`config.mk`:
```
export PLATFORM = sky130hd
export DESIGN_NAME = aphc_top
export DESIGN_NICKNAME = d
export VERILOG_FILES = /design/src/logic/aphc_pkg.sv /design/src/logic/aphc_counter.sv /design/src/logic/aphc_top.sv
export VERILOG_INCLUDE_DIRS = /design/src /design/src/logic
export SDC_FILE = /design/constraint.sdc
export NUM_CORES = 1
export LEC_CHECK = 0
export BUFFER_PORTS_ARGS = -buffer_cell sky130_fd_sc_hd__buf_2
export CORE_ASPECT_RATIO = 0.8
export CORE_MARGIN = 3
export CORE_UTILIZATION = 25
export CTS_CLUSTER_DIAMETER = 80
export CTS_CLUSTER_SIZE = 8
export DETAILED_ROUTE_END_ITERATION = 8
export GPL_TIMING_DRIVEN = 0
export SLEW_MARGIN = 20
export SYNTH_ARGS = -nofsm -noshare
export SYNTH_HDL_FRONTEND = slang
export SYNTH_SLANG_ARGS = --single-unit
```
`constraint.sdc`:
```
create_clock -name mclk_i -period 23.6 [get_ports mclk_i]
set_input_delay 1.18 -clock mclk_i [delete_from_list [all_inputs] [get_ports mclk_i]]
set_output_delay 1.18 -clock mclk_i [all_outputs]
set_load 0.005 [all_outputs]
```
`src/logic/aphc_defines.svh`:
```
`ifndef APHC_DEFINES_SVH
`define APHC_DEFINES_SVH
// number of hit counters
`define APHC_NUM_CNT 4
// width of a match address (covers the full code space)
`define APHC_ADDR_W 15
// width of a count value
`define APHC_CNT_W 16
// width of a counter index
`define APHC_IDX_W 2
// reset value of a count
`define APHC_CNT_RST 16'h0000
// reset value of a match address
`define APHC_ADDR_RST 15'h0000
// index of the counter that owns the overflow break
`define APHC_BRK_IDX 2'h0
`endif

```
`src/logic/aphc_pkg.sv`:
```
`include "aphc_defines.svh"
package aphc_pkg;
    // one counter as seen by the host
    typedef struct packed {
        logic [`APHC_ADDR_W-1:0] addr;
        logic [`APHC_CNT_W-1:0] count;
        logic ovf;
    } aphc_entry_t;
    // host write command
    typedef struct packed {
        logic valid;
        logic [`APHC_IDX_W-1:0] idx;
        logic addr_given;
        logic [`APHC_ADDR_W-1:0] addr;
        logic count_given;
        logic [`APHC_CNT_W-1:0] count;
    } aphc_wr_t;
    // executed instruction report from the core
    typedef struct packed {
        logic valid;
        logic [`APHC_ADDR_W-1:0] addr;
    } aphc_exec_t;
endpackage : aphc_pkg

```
`src/logic/aphc_counter.sv`:
```
`include "aphc_defines.svh"
// one hit counter: match address, count and overflow flag
module aphc_counter
    import aphc_pkg::*;
(
    input wire logic mclk_i,
    input wire logic rst_i,
    input wire logic wr_i,
    input wire logic wr_addr_given_i,
    input wire logic [`APHC_ADDR_W-1:0] wr_addr_i,
    input wire logic wr_count_given_i,
    input wire logic [`APHC_CNT_W-1:0] wr_count_i,
    input wire logic hit_i,
    output aphc_entry_t entry_o,
    output logic wrap_o
);
    // registered state of the counter
    aphc_entry_t st_q;
    aphc_entry_t st_d;
    logic [`APHC_CNT_W:0] sum;

    // next state: a load beats a hit in the same cycle
    always_comb
    begin
        st_d = st_q;
        sum = {1'b0, st_q.count} + {{`APHC_CNT_W{1'b0}}, 1'b1};
        wrap_o = 1'b0;
        if (wr_i)
        begin
            // keep old address unless a new one is given
            if (wr_addr_given_i)
            begin
                st_d.addr = wr_addr_i;
            end
            // missing count loads zero
            st_d.count = wr_count_given_i ? wr_count_i : `APHC_CNT_RST;
            st_d.ovf = 1'b0;
        end
        else if (hit_i)
        begin
            // one step per executed match
            st_d.count = sum[`APHC_CNT_W-1:0];
            if (sum[`APHC_CNT_W])
            begin
                st_d.ovf = 1'b1;
                wrap_o = 1'b1;
            end
        end
    end

    // state register
    always_ff @(posedge mclk_i or posedge rst_i)
    begin
        if (rst_i)
        begin
            st_q <= '{addr: `APHC_ADDR_RST, count: `APHC_CNT_RST, ovf: 1'b0};
        end
        else
        begin
            st_q <= st_d;
        end
    end

    assign entry_o = st_q;

    chk_load_zero_count: assert property (@(posedge mclk_i) disable iff (rst_i)
        wr_i && !wr_count_given_i |=> entry_o.count == `APHC_CNT_RST && !entry_o.ovf)
        else $error("count not zero after load without count");
    chk_keep_match_addr: assert property (@(posedge mclk_i) disable iff (rst_i)
        wr_i && !wr_addr_given_i |=> $stable(entry_o.addr))
        else $error("match address changed without new address");
    chk_hit_increment: assert property (@(posedge mclk_i) disable iff (rst_i)
        !wr_i && hit_i |=> entry_o.count == $past(entry_o.count) + 16'h0001)
        else $error("count did not step on a hit");
    chk_wrap_sets_ovf: assert property (@(posedge mclk_i) disable iff (rst_i)
        !wr_i && hit_i && entry_o.count == 16'hffff |=> entry_o.ovf && entry_o.count == 16'h0000)
        else $error("wrap did not set overflow");
endmodule : aphc_counter

```
`src/logic/aphc_top.sv`:
```
`include "aphc_defines.svh"
module aphc_top
    import aphc_pkg::*;
(
    input wire logic mclk_i,
    input wire logic rst_i,
    input wire logic emu_run_i,
    input aphc_exec_t exec_i,
    input aphc_wr_t wr_i,
    input wire logic ovf_break_sel_i,
    input wire logic rd_i,
    input wire logic rd_all_i,
    input wire logic [`APHC_IDX_W-1:0] rd_idx_i,
    output aphc_entry_t rd_entry_o,
    output aphc_entry_t [`APHC_NUM_CNT-1:0] rd_all_o,
    output logic rd_valid_o,
    output logic break_o
);
    // registered read port and break request
    typedef struct packed {
        aphc_entry_t rd_entry;
        aphc_entry_t [`APHC_NUM_CNT-1:0] rd_all;
        logic rd_valid;
        logic brk;
    } aphc_top_st_t;

    aphc_top_st_t st_q;
    aphc_top_st_t st_d;
    aphc_entry_t [`APHC_NUM_CNT-1:0] entries; // live counter contents
    logic [`APHC_NUM_CNT-1:0] wraps; // one-cycle wrap pulses

    // one counter per index
    generate
        for (genvar i = 0; i < `APHC_NUM_CNT; i++)
        begin : g_cnt
            aphc_counter u_cnt (
                .mclk_i(mclk_i),
                .rst_i(rst_i),
                .wr_i(wr_i.valid && wr_i.idx == `APHC_IDX_W'(i)),
                .wr_addr_given_i(wr_i.addr_given),
                .wr_addr_i(wr_i.addr),
                .wr_count_given_i(wr_i.count_given),
                .wr_count_i(wr_i.count),
                .hit_i(emu_run_i && exec_i.valid && exec_i.addr == entries[i].addr),
                .entry_o(entries[i]),
                .wrap_o(wraps[i])
            );
        end
    endgenerate

    // read capture and break decision
    always_comb
    begin
        st_d = st_q;
        st_d.rd_valid = rd_i;
        if (rd_i)
        begin
            // selected one always, plus all four when rd_all_i is set
            st_d.rd_entry = entries[rd_idx_i];
            st_d.rd_all = rd_all_i ? entries : '0;
        end
        // only counter zero may break; held until emulation stops
        if (ovf_break_sel_i && wraps[`APHC_BRK_IDX])
        begin
            st_d.brk = 1'b1;
        end
        else if (!emu_run_i)
        begin
            st_d.brk = 1'b0;
        end
    end

    // state register
    always_ff @(posedge mclk_i or posedge rst_i)
    begin
        if (rst_i)
        begin
            st_q <= '0;
        end
        else
        begin
            st_q <= st_d;
        end
    end

    assign rd_entry_o = st_q.rd_entry;
    assign rd_all_o = st_q.rd_all;
    assign rd_valid_o = st_q.rd_valid;
    // break shows in the very cycle of the wrap
    assign break_o = st_q.brk || (ovf_break_sel_i && wraps[`APHC_BRK_IDX]);

    chk_break_on_wrap: assert property (@(posedge mclk_i) disable iff (rst_i)
        ovf_break_sel_i && wraps[`APHC_BRK_IDX] |-> break_o ##1 (break_o || !emu_run_i))
        else $error("overflow did not halt emulation");
    chk_no_break_unsel: assert property (@(posedge mclk_i) disable iff (rst_i)
        !st_q.brk && !(ovf_break_sel_i && wraps[`APHC_BRK_IDX]) |-> !break_o)
        else $error("break without selected overflow");
    // a held break drops once emulation has stopped
    chk_break_release: assert property (@(posedge mclk_i) disable iff (rst_i)
        !emu_run_i && !(ovf_break_sel_i && wraps[`APHC_BRK_IDX]) |=> !st_q.brk)
        else $error("break held after emulation stopped");
    // a read of one counter leaves the all-counters vector empty
    chk_read_one_only: assert property (@(posedge mclk_i) disable iff (rst_i)
        rd_i && !rd_all_i |=> rd_all_o == '0)
        else $error("read of one counter returned the whole set");
    chk_read_selected: assert property (@(posedge mclk_i) disable iff (rst_i)
        rd_i |=> rd_valid_o && rd_entry_o == $past(entries[rd_idx_i]))
        else $error("read returned wrong counter");
    chk_read_all: assert property (@(posedge mclk_i) disable iff (rst_i)
        rd_i && rd_all_i |=> rd_all_o == $past(entries))
        else $error("read all returned wrong set");
endmodule : aphc_top

```
# After elaboration in Yosys (flattened, before gate mapping)
# Index checks and enable logic that the tools add are counted.
dict set report word_totals {
  register_bits 290
  latchBits 0
  ramBits 0
  rom_bits 0
  out_inout_bits 162
  word_cells 91
  n_memories 0
}
dict set report classes {
  add_sub_neg 4
  multipliers 0
  n_div 0
  n_lt_le_gt_ge 1
  eq_ne 8
  shift 0
  n_mux 21
  bitwise_logic 0
  reduce_logical 28
}
# op count
set op_table {}
lappend op_table {{$mux W17} 8}
lappend op_table {{$mux W128} 1}
lappend op_table {{$add A16 B1 Y17 const B} 4}
lappend op_table {{$bmux W32 S2} 1}
lappend op_table {{$eq A15 B15 Y1} 4}
lappend op_table {{$mux W32} 1}
lappend op_table {{$mux W16} 1}
lappend op_table {{$reduce_and A2 Y1} 8}
lappend op_table {{$reduce_bool A2 Y1} 8}
lappend op_table {{$logic_and A1 B1 Y1} 10}
lappend op_table {{$mux W1} 9}
lappend op_table {{$eq A2 B2 Y1 const B} 2}
lappend op_table {{$lt A2 B3 Y1 const B} 1}
lappend op_table {{$eq A2 B1 Y1 const B} 1}
lappend op_table {{$logic_not A2 Y1} 1}
lappend op_table {{$ne A2 B1 Y1 const B} 1}
lappend op_table {{$logic_or A1 B1 Y1} 1}

# Depth between registers and ports, before layout
dict set report depth {
  ltp_word 6
  ltp_mapped 7
  depth_no_buf 7
}

# Hierarchy
# From an unflattened synthesis, not the netlist that was laid out.
dict set report unflattened {
  cells_unflattened 1482
  area_unflattened_um2 15194.6
}
# module instances cells_per_inst area_each_um2
set by_module_without_submodules {}
lappend by_module_without_submodules {aphc_top 1 914 9043.7}
lappend by_module_without_submodules {aphc_counter 4 142 1537.7}

# Least setup slack after synthesis
# No wires, ideal clock.
dict set report synth_path {
  kind {input -> output}
  startpoint {input exec_i[12] (netlist bit)}
  endpoint {output break_o}
  t_arrival_ns 2.312
  required_ns 22.420
  slack_ns 20.108
  stages 5
  path_buffers 0
  path_cell_list {xor2_1 -> nor4_1 -> nand4_2 -> nor3_1 -> a31o_2}
}
dict set report synth_between {
  elab_chain_len 6
}
# item line
set synth_rtl {}
lappend synth_rtl {{start: declaration} aphc_top.sv:8} ;# input aphc_exec_t exec_i,
lappend synth_rtl {{$eq A15 B15 Y1} aphc_top.sv:44} ;# .hit_i(emu_run_i && exec_i.valid && exec_i.addr == entries[i].addr),
lappend synth_rtl {{$logic_and A1 B1 Y1} aphc_top.sv:44}
lappend synth_rtl {{$mux W1} aphc_counter.sv:39} ;# else if (hit_i)
lappend synth_rtl {{$mux W1} aphc_counter.sv:28} ;# if (wr_i)
lappend synth_rtl {{$logic_and A1 B1 Y1} aphc_top.sv:90} ;# assign break_o = st_q.brk || (ovf_break_sel_i && wraps[`APHC_BRK_IDX]);
lappend synth_rtl {{$logic_or A1 B1 Y1} aphc_top.sv:90}
lappend synth_rtl {{end: declaration} aphc_top.sv:17} ;# output logic break_o
# Every way passes these cells.

# Worst setup path after layout
dict set report layout_path {
  startpoint {input emu_run_i}
  endpoint {output break_o}
}
dict set report layout_between {
  elab_chain_len 6
}
# item line
set layout_rtl {}
lappend layout_rtl {{start: declaration} aphc_top.sv:7} ;# input wire logic emu_run_i,
lappend layout_rtl {{$logic_and A1 B1 Y1 (2 in series)} aphc_top.sv:44}
lappend layout_rtl {{$mux W1} aphc_counter.sv:39}
lappend layout_rtl {{$mux W1} aphc_counter.sv:28}
lappend layout_rtl {{$logic_and A1 B1 Y1} aphc_top.sv:90}
lappend layout_rtl {{$logic_or A1 B1 Y1} aphc_top.sv:90}
# Every way passes these cells.

==> results.sh <==
export IMPL_status="finished clean"
export IMPL_yosysUniqueCellTypes=42
export IMPL_crit_start="emu_run_i"
export IMPL_final_hold_violation_count=0
export IMPL_fmax_mhz=230
export IMPL_globalRouteOverflowTotal=0
export IMPL_netlist_instances=1470
export IMPL_floorplan_die_area_sq_um=63300
export IMPL_number_of_levels_in_the_clock_h_tree=2
export IMPL_first_global_vias=11900
export IMPL_critical_path_max_stage_delay_ns=0.48
export IMPL_final_hold_worst_slack_ns=0.508
export IMPL_n_fill_cell=6139
export IMPL_drt_total_wl_um=52700
export IMPL_worst_setup_path_type="primary input to primary output"
export IMPL_syn_num_nets=1534
export IMPL_timing_hold_worst_path_depth=1
export IMPL_critPathTopFamily="simple AND/OR/NAND/NOR gates"
export IMPL_cts_tree="done"
export IMPL_synth_top_cell_area_share_pct=48.2
export IMPL_cts_repair_timing_setup_buffer_count=0
export IMPL_cp_arrival_ns=3.17
export IMPL_drcViolationCount=0
export IMPL_synth_yosys_warnings=0
export IMPL_clock_insertion_delay_worst_skew_ns=0.54
export IMPL_worstHoldEndpoint="rd_entry_o[23]"
export IMPL_cp_buffers_inverters=2
export IMPL_syn_to_final_growth_pct=21.5
export IMPL_dr_first_iter_drc_count=1003
export IMPL_worstPathMaxFanout=8
export IMPL_cp_required_ns=22.42
export IMPL_global_route_usage_total_pct=16.4
export IMPL_dpl_hpwl_um=41200
export IMPL_met3_usage_pct=2.91
export IMPL_cts_inserted_buffers=42
export IMPL_grt_start_max_net_pins=104
export IMPL_cells_taking_the_most_area_after_synthesis="sky130_fd_sc_hd__dfrtp_1 (48%), sky130_fd_sc_hd__buf_4 (8.0%), sky130_fd_sc_hd__mux2_2 (6.9%)"
export IMPL_antenna_found_initial=11
export IMPL_grt_pass1_wl_um=77300
export IMPL_crit_path_start_kind="primary input"
export IMPL_busiest_layer="met1"
export IMPL_maximum_clock_insertion_buffer_count=3
export IMPL_die_span_in_x_um=280
export IMPL_worstMarginPinSlew_ns=0.860
export IMPL_globalRouteMet1Util_pct=24.8
export IMPL_cpMaxStageDelayCell="sky130_fd_sc_hd__nor3_1"
export IMPL_placement_rows=79
export IMPL_crit_top_cell="sky130_fd_sc_hd__buf_2"
export IMPL_cts_resized_gates=0
export IMPL_clock_skew_ns=0.0193
export IMPL_netlist_top_cell_by_area="sky130_fd_sc_hd__dfrtp_1"
export IMPL_routed_via_count=11600
export IMPL_grt_setup_unrepaired="no"
export IMPL_clk_pin_slew_worst_paths_ns=0.05
export IMPL_timing_final_setup_violations=0
export IMPL_layout_nets=1797
export IMPL_slew_headroom_pct=42.7
export IMPL_start_util_pct=25.6
export IMPL_totalNegativeSetupSlack_ns=0
export IMPL_floorplan_io_pins=222
export IMPL_detail_route_antenna_nets=0
export IMPL_vias_per_cell=4.63
export IMPL_clock_tree_root_cell="sky130_fd_sc_hd__clkbuf_16"
export IMPL_finalCritPeriodShare_pct=18.4
export IMPL_timing_hold_worst_start="rd_entry_o[23]"
export IMPL_rr_endpoint="g_cnt[1].u_cnt.entry_o[16]"
export IMPL_post_route_min_period_ns=4.35
export IMPL_holdCritPathClass="flip-flop to flip-flop"
export IMPL_die_height_um=226
export IMPL_final_layout_size_suffix_gt1_share_pct=33.7
export IMPL_portBuffers=217
export IMPL_post_synth_top_count_cell="sky130_fd_sc_hd__dfrtp_1"
export IMPL_gp_routability_congestion=0.884
export IMPL_synth_top_cells_by_count="sky130_fd_sc_hd__dfrtp_1 (290), sky130_fd_sc_hd__buf_4 (161), sky130_fd_sc_hd__o21ai_0 (149), sky130_fd_sc_hd__inv_1 (139), sky130_fd_sc_hd__nand3_1 (122)"
export IMPL_route_detailed_wl_per_inst_um=21.0
export IMPL_cell_breakdown_of_the_critical_path="buf_2, nand2_1, nor4_1, nand4_2, nor3_1, a31o_2, buf_2"
export IMPL_cts_hold_buf=0
export IMPL_dr_pass1_iters=5
export IMPL_synth_enable_flop_cells=0
export IMPL_placeableCoreArea_sq_um=58900
export IMPL_postSynth_asyncResetShare_pct=100
export IMPL_postSynthRegisterBits=290
export IMPL_r2r_cells=6
export IMPL_tritoncts_num_sinks=290
export IMPL_regToRegStartpoint="g_cnt[1].u_cnt.entry_o[30]"
export IMPL_worstSetupEndpointType="primary output"
export IMPL_ff2ff_setup_slack_ns=21.19
export IMPL_final_max_slew_viol_count=0
export IMPL_seq_area_frac_synth_pct=48.2
export IMPL_cap_viol_max_count=0
export IMPL_vdd_drop_max_v=0.0000431
export IMPL_finalCoreUtilization_pct=31.1
export IMPL_p_leak_nw=8.24
export IMPL_synthFlopType="sky130_fd_sc_hd__dfrtp_1"
export IMPL_power_density_cell_area_nw_per_um2=83.5
export IMPL_synth_cell_area_sq_um=15100
export IMPL_synth_area_per_cell_sq_um=10.2
export IMPL_use_met2_pct=24.1
## layout make-up
| class | count | area [sq um] | area share, % |
|---|---|---|---|
| sequential | 290 | 7260 | 39.7 |
| multi-input combinational | 801 | 5730 | 31.3 |
| buffer | 240 | 1550 | 8.49 |
| timing repair buffer | 219 | 1140 | 6.24 |
| clock buffer | 45 | 1090 | 5.98 |
| tap | 769 | 962 | 5.26 |
| inverter | 139 | 529 | 2.89 |
| antenna | 7 | 17.5 | 0.0957 |
| clock inverter | 2 | 13.8 | 0.0752 |
## state kept, by name (all words and copies together) (netlist names)
signal	flops
g_cnt.u_cnt.entry_o	128
rd_valid_o	1
rd_entry_o	32
rd_all_o	128
st_q	1
## power by group
part	leakage (nW)	internal [W]	switching, W
Sequential	3.66	0.000579	0.000102
Combinational	4.03	0.000172	0.000141
Clock	0.547	0.000322	0.000211
Total	8.24	0.00107	0.000454
## cells by family (layout without fill, tap and decap cells)
| group | count (synthesis) | count (layout) | synth area share, % |
|---|---|---|---|
| mux | 128 | 128 | 11.9 |
| xor+xnor | 120 | 120 | 6.98 |
| buf+inv | 379 | 645 | 13.8 |
| compound gates | 234 | 234 | 7.85 |
| flops | 290 | 290 | 48.2 |
| other cells | 0 | 7 | 0 |
| simple gates | 315 | 315 | 11.0 |
| fa+ha+maj | 4 | 4 | 0.332 |
## metal layers
metal,routed length [um],vias up
li1,-,5309
met1,25600,5844
met2,22700,397
met3,3470,66
met4,959,6
met5,48,-
## layout by cell type, fill, tap and decap left out, types with 2 or more instances in the layout
cell type                   synthesis  final
sky130_fd_sc_hd__dfrtp_1          290    290
sky130_fd_sc_hd__buf_2              5    222
sky130_fd_sc_hd__buf_4            161    161
sky130_fd_sc_hd__o21ai_0          149    149
sky130_fd_sc_hd__inv_1            139    138
sky130_fd_sc_hd__nand3_1          122    122
sky130_fd_sc_hd__mux2_2            92     92
sky130_fd_sc_hd__nand2_1           79     79
sky130_fd_sc_hd__a21oi_1           76     76
sky130_fd_sc_hd__xor2_1            64     64
sky130_fd_sc_hd__clkbuf_1          57     58
sky130_fd_sc_hd__xnor2_1           56     56
sky130_fd_sc_hd__clkbuf_16          0     43
sky130_fd_sc_hd__mux4_2            32     32
sky130_fd_sc_hd__nor4_1            27     27
sky130_fd_sc_hd__nor2_1            27     27
sky130_fd_sc_hd__nor3_2            12     12
sky130_fd_sc_hd__buf_1             11     11
sky130_fd_sc_hd__nor3_1            10     10
sky130_fd_sc_hd__nand4_1            9      9
sky130_fd_sc_hd__diode_2            0      7
sky130_fd_sc_hd__buf_6              5      5
sky130_fd_sc_hd__and3_1             5      5
sky130_fd_sc_hd__o21ai_1            5      5
sky130_fd_sc_hd__mux2i_1            4      4
sky130_fd_sc_hd__and4_1             4      4
sky130_fd_sc_hd__ha_1               4      4
sky130_fd_sc_hd__nand4_2            3      3
sky130_fd_sc_hd__or2_2              3      3
sky130_fd_sc_hd__nor3b_1            3      3
sky130_fd_sc_hd__nor4_2             2      2
sky130_fd_sc_hd__and2_1             2      2
sky130_fd_sc_hd__buf_16             0      2
## per-stage QoR
step | worst slack, ns | power (W) | std cells | area (sq um)
finish | 19.25 | 0.00153 | 2512 | 18300
global route | 19.15 | 0.00160 | 2510 | 18300
CTS | 19.22 | 0.00154 | 2505 | 18300
detailed placement | 19.22 | 0.00100 | 2458 | 17200
global placement | 11.24 | 0.000993 | 2456 | 17100
floorplan | 14.41 | 0.000851 | 1470 | 15100
## how the worst max path moves through the flow
stage / to / slack, ns / cells past startpoint
finish: break_o / 19.25 / 7
global route: break_o / 19.15 / 7
CTS: break_o / 19.22 / 7
detailed placement: break_o / 19.22 / 7
global placement: rd_all_o[36] / 11.24 / 2
floorplan: g_cnt[0].u_cnt.entry_o[0] / 14.41 / 1
## worst reg2reg max path, stage by stage (launching register included)
cell and delay, ns:
sky130_fd_sc_hd__dfrtp_1 0.44, sky130_fd_sc_hd__xor2_1 0.20, sky130_fd_sc_hd__nor4_1 0.36, sky130_fd_sc_hd__nand4_1 0.50, sky130_fd_sc_hd__nor4_1 0.52, sky130_fd_sc_hd__xnor2_1 0.16
sky130_fd_sc_hd__a21oi_1 0.09
No activity file was read; power rests on OpenSTA's default activity.
